<file path="src/rtl/pexw_pkg.sv">
/*
  Shared constants and carrier types for the parallel expansion bus bridge.
  Assumes one 100 MHz clock and host pins that are already synchronous to it.
*/
package pexw_pkg;

  // Expansion window, inclusive bounds
  localparam logic [15:0] PEXW_WIN_LO    = 16'ha200;
  localparam logic [15:0] PEXW_WIN_HI    = 16'hfeff;
  localparam int          PEXW_WIN_BYTES = 23808;

  // Reset values
  localparam logic [7:0]  PEXW_ADDR_RST  = 8'h00;
  localparam logic        PEXW_HIGH_RST  = 1'b1;
  localparam logic        PEXW_LOW_RST   = 1'b0;

  // Host strobe timing: no wait cycles are ever inserted by the bridge
  localparam int          PEXW_CLK_NS    = 10;
  localparam int          PEXW_LAT_CYC   = 1;

  // Host external memory interface pins as seen by the bridge
  typedef struct packed {
    logic [7:0] ad_in;
    logic [7:0] addr_hi;
    logic       ale;
    logic       rd_n;
    logic       wr_n;
  } pexw_host_t;

  // SPI lines from the host
  typedef struct packed {
    logic mosi;
    logic sck;
  } pexw_spi_t;

  function automatic logic pexw_in_window(input logic [15:0] addr);
    pexw_in_window = (addr >= PEXW_WIN_LO) && (addr <= PEXW_WIN_HI);
  endfunction : pexw_in_window

endpackage : pexw_pkg

</file>
<file path="src/rtl/pexw_bridge.sv">
/*
  Parallel expansion bus bridge: demultiplexes the host bus, decodes the window
  into an active-low select, steers the data bus and forwards SPI and reset.
  Assumes host pins are synchronous to mclk and the host sets sector waits itself.
*/
`timescale 1ns/1ps
module pexw_bridge
  import pexw_pkg::*;
(
  // Clock and reset
  input  wire logic        mclk,
  input  wire logic        rstn,
  // Host external memory interface
  input  wire pexw_host_t  host,
  output logic      [7:0]  host_ad_out,
  output logic             host_ad_oe,
  // Host SPI
  input  wire pexw_spi_t   host_spi,
  output logic             host_miso,
  // Expansion bus
  output logic      [15:0] exp_addr,
  input  wire logic [7:0]  exp_data_in,
  output logic      [7:0]  exp_data_out,
  output logic             exp_data_oe,
  output logic             exp_rd_n,
  output logic             exp_wr_n,
  output logic             exp_sel_n,
  output logic             buffered_reset_out,
  // Expansion SPI
  output logic             exp_mosi,
  output logic             exp_sck,
  input  wire logic        exp_miso
);

  typedef enum logic [1:0] {
    PEXW_IDLE  = 2'b00,
    PEXW_READ  = 2'b01,
    PEXW_WRITE = 2'b10
  } pexw_state_t;

  logic [15:0] lat_addr;
  logic        ale_fall;
  logic        strobe_act;
  logic        win_hit;
  pexw_state_t state_ff;
  pexw_state_t nxt_state;
  logic [7:0]  host_ad_out_ff;
  logic        host_ad_oe_ff;
  logic [7:0]  exp_data_out_ff;
  logic        exp_data_oe_ff;
  logic        exp_rd_n_ff;
  logic        exp_wr_n_ff;
  logic        exp_sel_n_ff;
  logic        rst_out_ff;
  logic        mosi_ff;
  logic        sck_ff;

  assign strobe_act = ~host.rd_n | ~host.wr_n;
  assign win_hit    = pexw_in_window(lat_addr);

  pexw_addr_latch u_pexw_addr_latch (
    .mclk       (mclk),
    .rstn       (rstn),
    .ad_in      (host.ad_in),
    .addr_hi    (host.addr_hi),
    .ale        (host.ale),
    .strobe_act (strobe_act),
    .addr       (lat_addr),
    .ale_fall   (ale_fall)
  );

  // Access phase, used only to steer the data bus direction
  always_comb begin
    nxt_state = PEXW_IDLE;
    case ({~host.wr_n, ~host.rd_n})
      2'b01:   nxt_state = win_hit ? PEXW_READ : PEXW_IDLE;
      2'b10:   nxt_state = win_hit ? PEXW_WRITE : PEXW_IDLE;
      default: nxt_state = PEXW_IDLE;
    endcase
  end

  always_ff @(posedge mclk or negedge rstn) begin
    if (!rstn) begin
      state_ff <= PEXW_IDLE;
    end else begin
      state_ff <= nxt_state;
    end
  end

  // Select follows the strobe a single cycle later, so no wait is ever needed
  always_ff @(posedge mclk or negedge rstn) begin
    if (!rstn) begin
      exp_sel_n_ff <= PEXW_HIGH_RST;
      exp_rd_n_ff  <= PEXW_HIGH_RST;
      exp_wr_n_ff  <= PEXW_HIGH_RST;
    end else begin
      exp_sel_n_ff <= ~(win_hit & strobe_act);
      exp_rd_n_ff  <= host.rd_n;
      exp_wr_n_ff  <= host.wr_n;
    end
  end

  // Write data toward the peripheral; driven only for writes in the window
  always_ff @(posedge mclk or negedge rstn) begin
    if (!rstn) begin
      exp_data_out_ff <= PEXW_ADDR_RST;
      exp_data_oe_ff  <= PEXW_LOW_RST;
    end else begin
      exp_data_out_ff <= host.ad_in;
      exp_data_oe_ff  <= (nxt_state == PEXW_WRITE);
    end
  end

  // Read data toward the host; one byte per read strobe in the window
  always_ff @(posedge mclk or negedge rstn) begin
    if (!rstn) begin
      host_ad_out_ff <= PEXW_ADDR_RST;
      host_ad_oe_ff  <= PEXW_LOW_RST;
    end else begin
      host_ad_out_ff <= exp_data_in;
      host_ad_oe_ff  <= (nxt_state == PEXW_READ);
    end
  end

  // Reset and SPI buffers
  always_ff @(posedge mclk or negedge rstn) begin
    if (!rstn) begin
      rst_out_ff <= PEXW_LOW_RST;
      mosi_ff    <= PEXW_LOW_RST;
      sck_ff     <= PEXW_LOW_RST;
    end else begin
      rst_out_ff <= PEXW_HIGH_RST;
      mosi_ff    <= host_spi.mosi;
      sck_ff     <= host_spi.sck;
    end
  end

  // MISO is a bare wire: the host samples it directly
  assign host_miso          = exp_miso;
  assign host_ad_out        = host_ad_out_ff;
  assign host_ad_oe         = host_ad_oe_ff;
  assign exp_addr           = lat_addr;
  assign exp_data_out       = exp_data_out_ff;
  assign exp_data_oe        = exp_data_oe_ff;
  assign exp_rd_n           = exp_rd_n_ff;
  assign exp_wr_n           = exp_wr_n_ff;
  assign exp_sel_n          = exp_sel_n_ff;
  assign buffered_reset_out = rst_out_ff;
  assign exp_mosi           = mosi_ff;
  assign exp_sck            = sck_ff;
endmodule : pexw_bridge

</file>
<file path="src/rtl/pexw_addr_latch.sv">
/*
  Address demultiplexer: catches the low address byte from the shared lines.
  Assumes ALE and strobes are sampled on mclk and the host holds A[15:8] at ALE fall.
*/
`timescale 1ns/1ps
module pexw_addr_latch
  import pexw_pkg::*;
(
  // Clock and reset
  input  wire logic        mclk,
  input  wire logic        rstn,
  // Host side
  input  wire logic [7:0]  ad_in,
  input  wire logic [7:0]  addr_hi,
  input  wire logic        ale,
  input  wire logic        strobe_act,
  // Latched address and ALE falling-edge detect
  output logic      [15:0] addr,
  output logic             ale_fall
);

  logic        ale_q_ff;
  logic [15:0] addr_ff;

  assign addr     = addr_ff;
  assign ale_fall = ale_q_ff & ~ale;

  always_ff @(posedge mclk or negedge rstn) begin
    if (!rstn) begin
      ale_q_ff <= PEXW_LOW_RST;
    end else begin
      ale_q_ff <= ale;
    end
  end

  // A new address is never taken mid-strobe, so the peripheral sees it stable
  always_ff @(posedge mclk or negedge rstn) begin
    if (!rstn) begin
      addr_ff <= {PEXW_ADDR_RST, PEXW_ADDR_RST};
    end else if (ale_fall && !strobe_act) begin
      addr_ff <= {addr_hi, ad_in};
    end
  end
endmodule : pexw_addr_latch

</file>
<file path="config.mk">
export PLATFORM = sky130hd
export DESIGN_NAME = pexw_bridge
export DESIGN_NICKNAME = d
export VERILOG_FILES = /design/src/rtl/pexw_pkg.sv /design/src/rtl/pexw_bridge.sv /design/src/rtl/pexw_addr_latch.sv
export SDC_FILE = /design/constraint.sdc
export NUM_CORES = 1
export LEC_CHECK = 0
export BUFFER_PORTS_ARGS = -buffer_cell sky130_fd_sc_hd__buf_2
export CAP_MARGIN = 20
export CORE_UTILIZATION = 30
export CTS_BUF_LIST = sky130_fd_sc_hd__clkbuf_2 sky130_fd_sc_hd__clkbuf_4 sky130_fd_sc_hd__clkbuf_8
export CTS_CLUSTER_SIZE = 20
export DETAILED_ROUTE_END_ITERATION = 6
export GPL_ROUTABILITY_DRIVEN = 1
export SLEW_MARGIN = 30
export SYNTH_ARGS = -nofsm -noshare
export SYNTH_HDL_FRONTEND = slang
export SYNTH_SLANG_ARGS = --single-unit
</file>
<file path="constraint.sdc">
create_clock -name mclk -period 1.2 [get_ports mclk]
set_input_delay 0.24 -clock mclk [delete_from_list [all_inputs] [get_ports mclk]]
set_output_delay 0.24 -clock mclk [all_outputs]
set_load 0.1 [all_outputs]
</file>
==> impl_metrics.tcl, run 1 <==
set metrics [dict create \
    core_um2 4354 \
    wire_per_inst_um 14.30 \
    drtIter0Drc 34 \
    postSynthCellCount 75 \
    synth_compound_area_share_pct 1.941 \
    hold_violations 0 \
    final_nets 196 \
    synth_top_cells_by_area "dfrtp_1 (70%), mux2_2 (13%), dfstp_2 (5.8%), ha_1 (2.8%), nand3b_4 (1.5%)" \
    syn_area_um2 1354 \
    synth_top_area_share_pct 70.24 \
    rows 24 \
    p_leak_nw 1.219 \
    cp-startpoint "u_pexw_addr_latch.addr[9]$_DFFE_PN0P_" \
    critPathMaxStageDelay_ps 480 \
    clk_path_buf_depth 2 \
    max_freq_mhz 757.5 \
    rsz0062_at_grt "true" \
    power_density_nw_per_um2 2017 \
    yosysMostFrequentCell "dfrtp_1" \
    synth_xor_area_share_pct 0 \
    fin_cells 214 \
    stdcell_area_um2 2618 \
    regToRegStartpoint "u_pexw_addr_latch.addr[9]$_DFFE_PN0P_" \
    final_max_slew_viol_count 0 \
    drive_above_1_share_pct 77.16 \
    synth_adder_area_share_pct 2.773 \
    largest_register_ffs 16 \
    dp.cells 202 \
    min_path_type "input pin to flip-flop" \
    async_flop_share_pct 100.0 \
    vias 921 \
    crit_family "compound AO/OA/AOI/OAI gates" \
    crit_path_end_kind "flip-flop" \
    antenna_found_initial 0 \
    p_total_mw 5.278 \
    cts_tree "yes" \
    synthSimpleGateAreaFrac_pct 4.159 \
    synth_top_flop_cell "dfrtp_1" \
    worstHoldStart "exp_data_in[6]" \
    seq_area_frac_synth_pct 76.06 \
    crit_required_ps 1370 \
    cts_made_buffers 5 \
    die_area_um2 4785 \
    muxShareOfSynthArea_pct 13.31 \
    cts_sinks 41 \
    grt_max_degree 42 \
    syn_area_per_cell_um2 18.05 \
    fill_cells 338 \
    startpoint_type "flip-flop" \
    finalCriticalPeriod_ps 1320 \
    slowest_stage "dfrtp_4" \
    ant_nets 0 \
    clock_latency_ps 280 \
    clk_pin_slew_worst_paths_ps 80 \
    initial_utilization_pct 31.09 \
    synth_area_leader_cell "dfrtp_1" \
    wirelength_um 3060 \
    place.gp.congestion 0.7439 \
    synth-seq-cells 41 \
    htreeDepth 2 \
    worstSetupPathType "flip-flop to flip-flop" \
    insertedDiodeCount 0 \
    worstPathMaxFanout 3 \
    peakVddDrop_v 0.001091 \
    grt_pass1_vias 1030 \
    setup_viol 10 \
    syn2layout_area_growth_pct 93.35 \
    grt_usage_pct 14.13 \
    via_per_inst 4.304 \
    die-width_um 69.18 \
    die_h_um 69.18 \
    dp_hpwl_um 2386 \
    cp.buffers_inverters 0 \
    first_pass_iters 4 \
    drc_errors 0 \
    grt_remaining_overflow 0 \
    status "finished, violations left" \
    yosys_warnings 0 \
    ioPinCount 73 \
    setup_slack_ps -120.1 \
    portBuffers 70 \
    crit_arrival_ps 1490 \
    violations "negative setup slack" \
    cts_root_buf "clkbuf_8" \
    largest-register "u_pexw_addr_latch.addr" \
    netlist_top_cells_count "dfrtp_1 (38), mux2_2 (16), dfstp_2 (3), ha_1 (3), inv_1 (2)" \
    synth_edf_count 0 \
    max-cap-violations 0 \
    cp_cell_sequence "o41a_1, o221ai_2, nor3_1" \
    period_share_pct 110.0 \
    syn_nets 110 \
    place_area_um2 2450 \
    finClkSkew_ps 3.857 \
    synth_top_family_by_area "multiplexers" \
    grt_pass1_wl_um 5147 \
    dp_slack_ps -149.5 \
    synthDistinctLibCells 18 \
    fin_setup_tns_ps -756.3 \
]
[cell families (layout without fill, tap and decap cells)]
family | count (synthesis) | count (layout)
AO/OA/AOI/OAI | 2 | 2
multiplexers | 16 | 16
other | 1 | 1
AND/OR/NAND/NOR | 8 | 8
adder cells (fa/ha/maj) | 3 | 3
buffers and inverters | 4 | 91
flip-flops | 41 | 41
[worst register-to-register path, delay by kind of cell (launching register included)]
kind,cells,cell delay [ps]
AOI/OAI and AO/OA,2,650
and+or+nand+nor,1,70
DFF,1,480
[layout make-up]
cell class                      instances  area, µm²  area share [%]
Clock inverter                          1      30.03           1.147
Inverter                                2      7.507          0.2868
Sequential cell                        41       1057           40.39
Tap cell                               52      65.06           2.486
Clock buffer                            7      90.09           3.442
Multi-Input combinational cell         30      304.0           11.62
Timing Repair Buffer                   81       1064           40.63
[metal layers]
layer | GRT usage (%) | wire, µm | up-vias
met5 | 0 | 0 | -
met4 | 6.122 | 25 | 0
met3 | 4.506 | 183 | 2
met2 | 25.35 | 1680 | 44
met1 | 15.12 | 1172 | 453
li1 | - | - | 422
[cells in the final DEF, fill, tap and decap left out]
| cell type | count |
|---|---|
| buf_4 | 5 |
| clkbuf_4 | 1 |
| or2_1 | 1 |
| dfstp_2 | 3 |
| buf_12 | 41 |
| o221ai_2 | 1 |
| nor3_1 | 1 |
| inv_1 | 2 |
| nand3b_4 | 1 |
| clkbuf_8 | 6 |
| dlygate4sd3_1 | 1 |
| ha_1 | 3 |
| buf_2 | 30 |
| o41a_1 | 1 |
| dfrtp_4 | 3 |
| mux2_2 | 16 |
| bufinv_16 | 1 |
| buf_6 | 4 |
| nand3_1 | 1 |
| nand4_1 | 1 |
| conb_1 | 1 |
| nand2b_1 | 1 |
| dfrtp_1 | 22 |
| nor2_1 | 1 |
| nand2_1 | 1 |
| dfrtp_2 | 13 |
[final timing paths]
check	depth (start not counted)	to	slack (ps)
min	1	host_ad_out[6]$_DFF_PN0_	60
max reg2reg	3	exp_data_oe$_DFF_PN0_	-120
max in group asynchronous	3	exp_wr_n$_DFF_PN1_	480
min in group asynchronous	3	exp_data_oe$_DFF_PN0_	460
min reg2reg	1	u_pexw_addr_latch.addr[6]$_DFFE_PN0P_	560
max	3	exp_data_oe$_DFF_PN0_	-120
[where the power goes]
group / internal [mW] / switching (mW)
sequential: 1.59 / 0.183
clock: 0.701 / 0.437
combinational: 0.885 / 1.48
total: 3.18 / 2.10
[through the flow]
step                      util, %  hold slack, ps
after global placement      56.26           224.0
after detailed placement    56.26           231.4
after floorplan                 -          -55.59
final                       60.11           64.10
after CTS                   59.94           49.36
after global routing        60.11           38.08
[timing repair]
action,in CTS,in global routing
setup buffers,2,1
endpoints found under the hold margin,38,0
hold buffers,1,0
pin swaps,0,0
resized for setup,4,0
setup endpoints to repair,10,10
(Power assumes the default switching activity.)
==> run 2: changes to the inputs <==
--- a/config.mk
+++ b/config.mk
@@ -7,11 +7,13 @@
 export LEC_CHECK = 0
 export BUFFER_PORTS_ARGS = -buffer_cell sky130_fd_sc_hd__buf_2
 export CAP_MARGIN = 20
+export CORE_MARGIN = 8
 export CORE_UTILIZATION = 30
 export CTS_BUF_LIST = sky130_fd_sc_hd__clkbuf_2 sky130_fd_sc_hd__clkbuf_4 sky130_fd_sc_hd__clkbuf_8
 export CTS_CLUSTER_SIZE = 20
 export DETAILED_ROUTE_END_ITERATION = 6
 export GPL_ROUTABILITY_DRIVEN = 1
+export RECOVER_POWER = 50
 export SLEW_MARGIN = 30
 export SYNTH_ARGS = -nofsm -noshare
 export SYNTH_HDL_FRONTEND = slang
==> run 2 against run 1 <==
The flow still finishes with violations (negative setup slack). Critical path depth unchanged. Utilization decreased by 0.57 points. Maximum frequency increased by 1.4%. Sequential share of layout area increased by 0.39 points. Combinational power about the same. Via count decreased by 0.54%. Critical endpoint is now exp_sel_n$_DFF_PN1_. Highest routed layer unchanged.
==> impl_metrics.tcl, run 2 (synthesis gave the netlist of run 1 again) <==
set metrics [dict create \
    cts_root_buf "clkbuf_8" \
    grt_pass1_wl_um 5878 \
    crit_arrival_ps 1530 \
    stdcell_area_um2 2592 \
    max-cap-violations 0 \
    r2r_slack_ps -100 \
    core_um2 4354 \
    grt_usage_pct 10.88 \
    die_h_um 83.18 \
    final_util_pct 59.54 \
    dp_slack_ps -158.8 \
    ant_nets 0 \
    crit_path_end_kind "flip-flop" \
    hold_violations 0 \
    drtIter0Drc 43 \
    drive_above_1_share_pct 72.22 \
    setup_slack_ps -101.9 \
    clk_pin_slew_worst_paths_ps 80 \
    syn2layout_area_growth_pct 91.50 \
    fin_cells 214 \
    grt_pass1_vias 1066 \
    largest-register "u_pexw_addr_latch.addr" \
    tightest_slew_ps 545.1 \
    vias 916 \
    final_nets 196 \
    dp.cells 201 \
    largest_register_ffs 16 \
    worstPathMaxFanout 3 \
    place_area_um2 2442 \
    portBuffers 70 \
    cts_tree "yes" \
    final_max_slew_viol_count 0 \
    worstSetupPathType "flip-flop to flip-flop" \
    die_area_um2 6918 \
    status "finished, violations left" \
    wire_per_inst_um 16.57 \
    first_pass_iters 3 \
    htreeDepth 2 \
    antenna_found_initial 0 \
    clk_path_buf_depth 2 \
    wirelength_um 3547 \
    drc_errors 0 \
    setup_viol 10 \
    rows 24 \
    startpoint_type "flip-flop" \
    p_leak_nw 1.187 \
    insertedDiodeCount 0 \
    grt_max_degree 42 \
    clock_latency_ps 280 \
    finalCriticalPeriod_ps 1302 \
    slew_headroom_pct 63.66 \
    power_density_nw_per_um2 2037 \
    peakVddDrop_v 0.001240 \
    cts_made_buffers 5 \
    via_per_inst 4.280 \
    p_total_mw 5.281 \
    ioPinCount 73 \
    die-width_um 83.18 \
    layout_commonest_cell "buf_12" \
    final_cell_mix "buf_12 (40), buf_2 (23), dfrtp_1 (22)" \
    initial_utilization_pct 31.09 \
    min_path_type "input pin to flip-flop" \
    grt_remaining_overflow 0 \
    violations "negative setup slack" \
    cts_sinks 41 \
    crit_required_ps 1430 \
    period_share_pct 108.5 \
    max_freq_mhz 768.1 \
    fin_setup_tns_ps -730.1 \
    timing.hold.ws_ps 57.56 \
    place.gp.congestion 0.6963 \
    dp_hpwl_um 2800 \
    rsz0062_at_grt "true" \
    finClkSkew_ps 5.931 \
]
[run 2: metal layers]
metal | up-vias | part of all wire (%) | track usage [%]
met3 | 2 | 8.5 | 5.859
li1 | 422 | - | -
met2 | 50 | 51 | 18.10
met5 | - | 0 | 0
met4 | 0 | 1.1 | 4.313
met1 | 442 | 39 | 11.17
[run 2: path summary, 6_finish.rpt]
| path | start | end | cells after the start |
|---|---|---|---|
| worst max-delay path | u_pexw_addr_latch.addr[9]$_DFFE_PN0P_ | exp_sel_n$_DFF_PN1_ | 3 |
| worst min-delay path | host_spi[0] | exp_sck$_DFF_PN0_ | 1 |
| worst max register to register | u_pexw_addr_latch.addr[9]$_DFFE_PN0P_ | exp_sel_n$_DFF_PN1_ | 3 |
| worst min register to register | u_pexw_addr_latch.addr[5]$_DFFE_PN0P_ | u_pexw_addr_latch.addr[5]$_DFFE_PN0P_ | 1 |
| max in group asynchronous | rstn | u_pexw_addr_latch.addr[12]$_DFFE_PN0P_ | 3 |
| min in group asynchronous | rstn | host_ad_out[4]$_DFF_PN0_ | 3 |
[run 2: what timing repair did]
item / in CTS / in global routing
pin swaps: 1 / 0
resized for setup: 4 / 0
setup buffers: 3 / 1
setup endpoints to repair: 10 / 11
gates cloned: 0 / 0
endpoints found under the hold margin: 38 / 0
hold buffers: 1 / 0
[run 2: final cells by class]
class                           instances  area [µm²]
Inverter                                2       7.507
Clock buffer                            6       82.58
Timing Repair Buffer                   81        1039
Fill cell                             338        1762
Multi-Input combinational cell         30       304.0
Sequential cell                        41        1057
Tap cell                               52       65.06
Clock inverter                          2       37.54
[run 2: power by group]
group          total, mW  switching (mW)  internal, mW
clock               1.13           0.457         0.676
combinational       2.39            1.50         0.884
sequential          1.76           0.169          1.59
total               5.28            2.13          3.15
[run 2: worst max-delay path: stages, from the launching register on]
cell and delay [ps]:
dfrtp_4 480, o41a_1 430, o221ai_2 200, or2_1 130
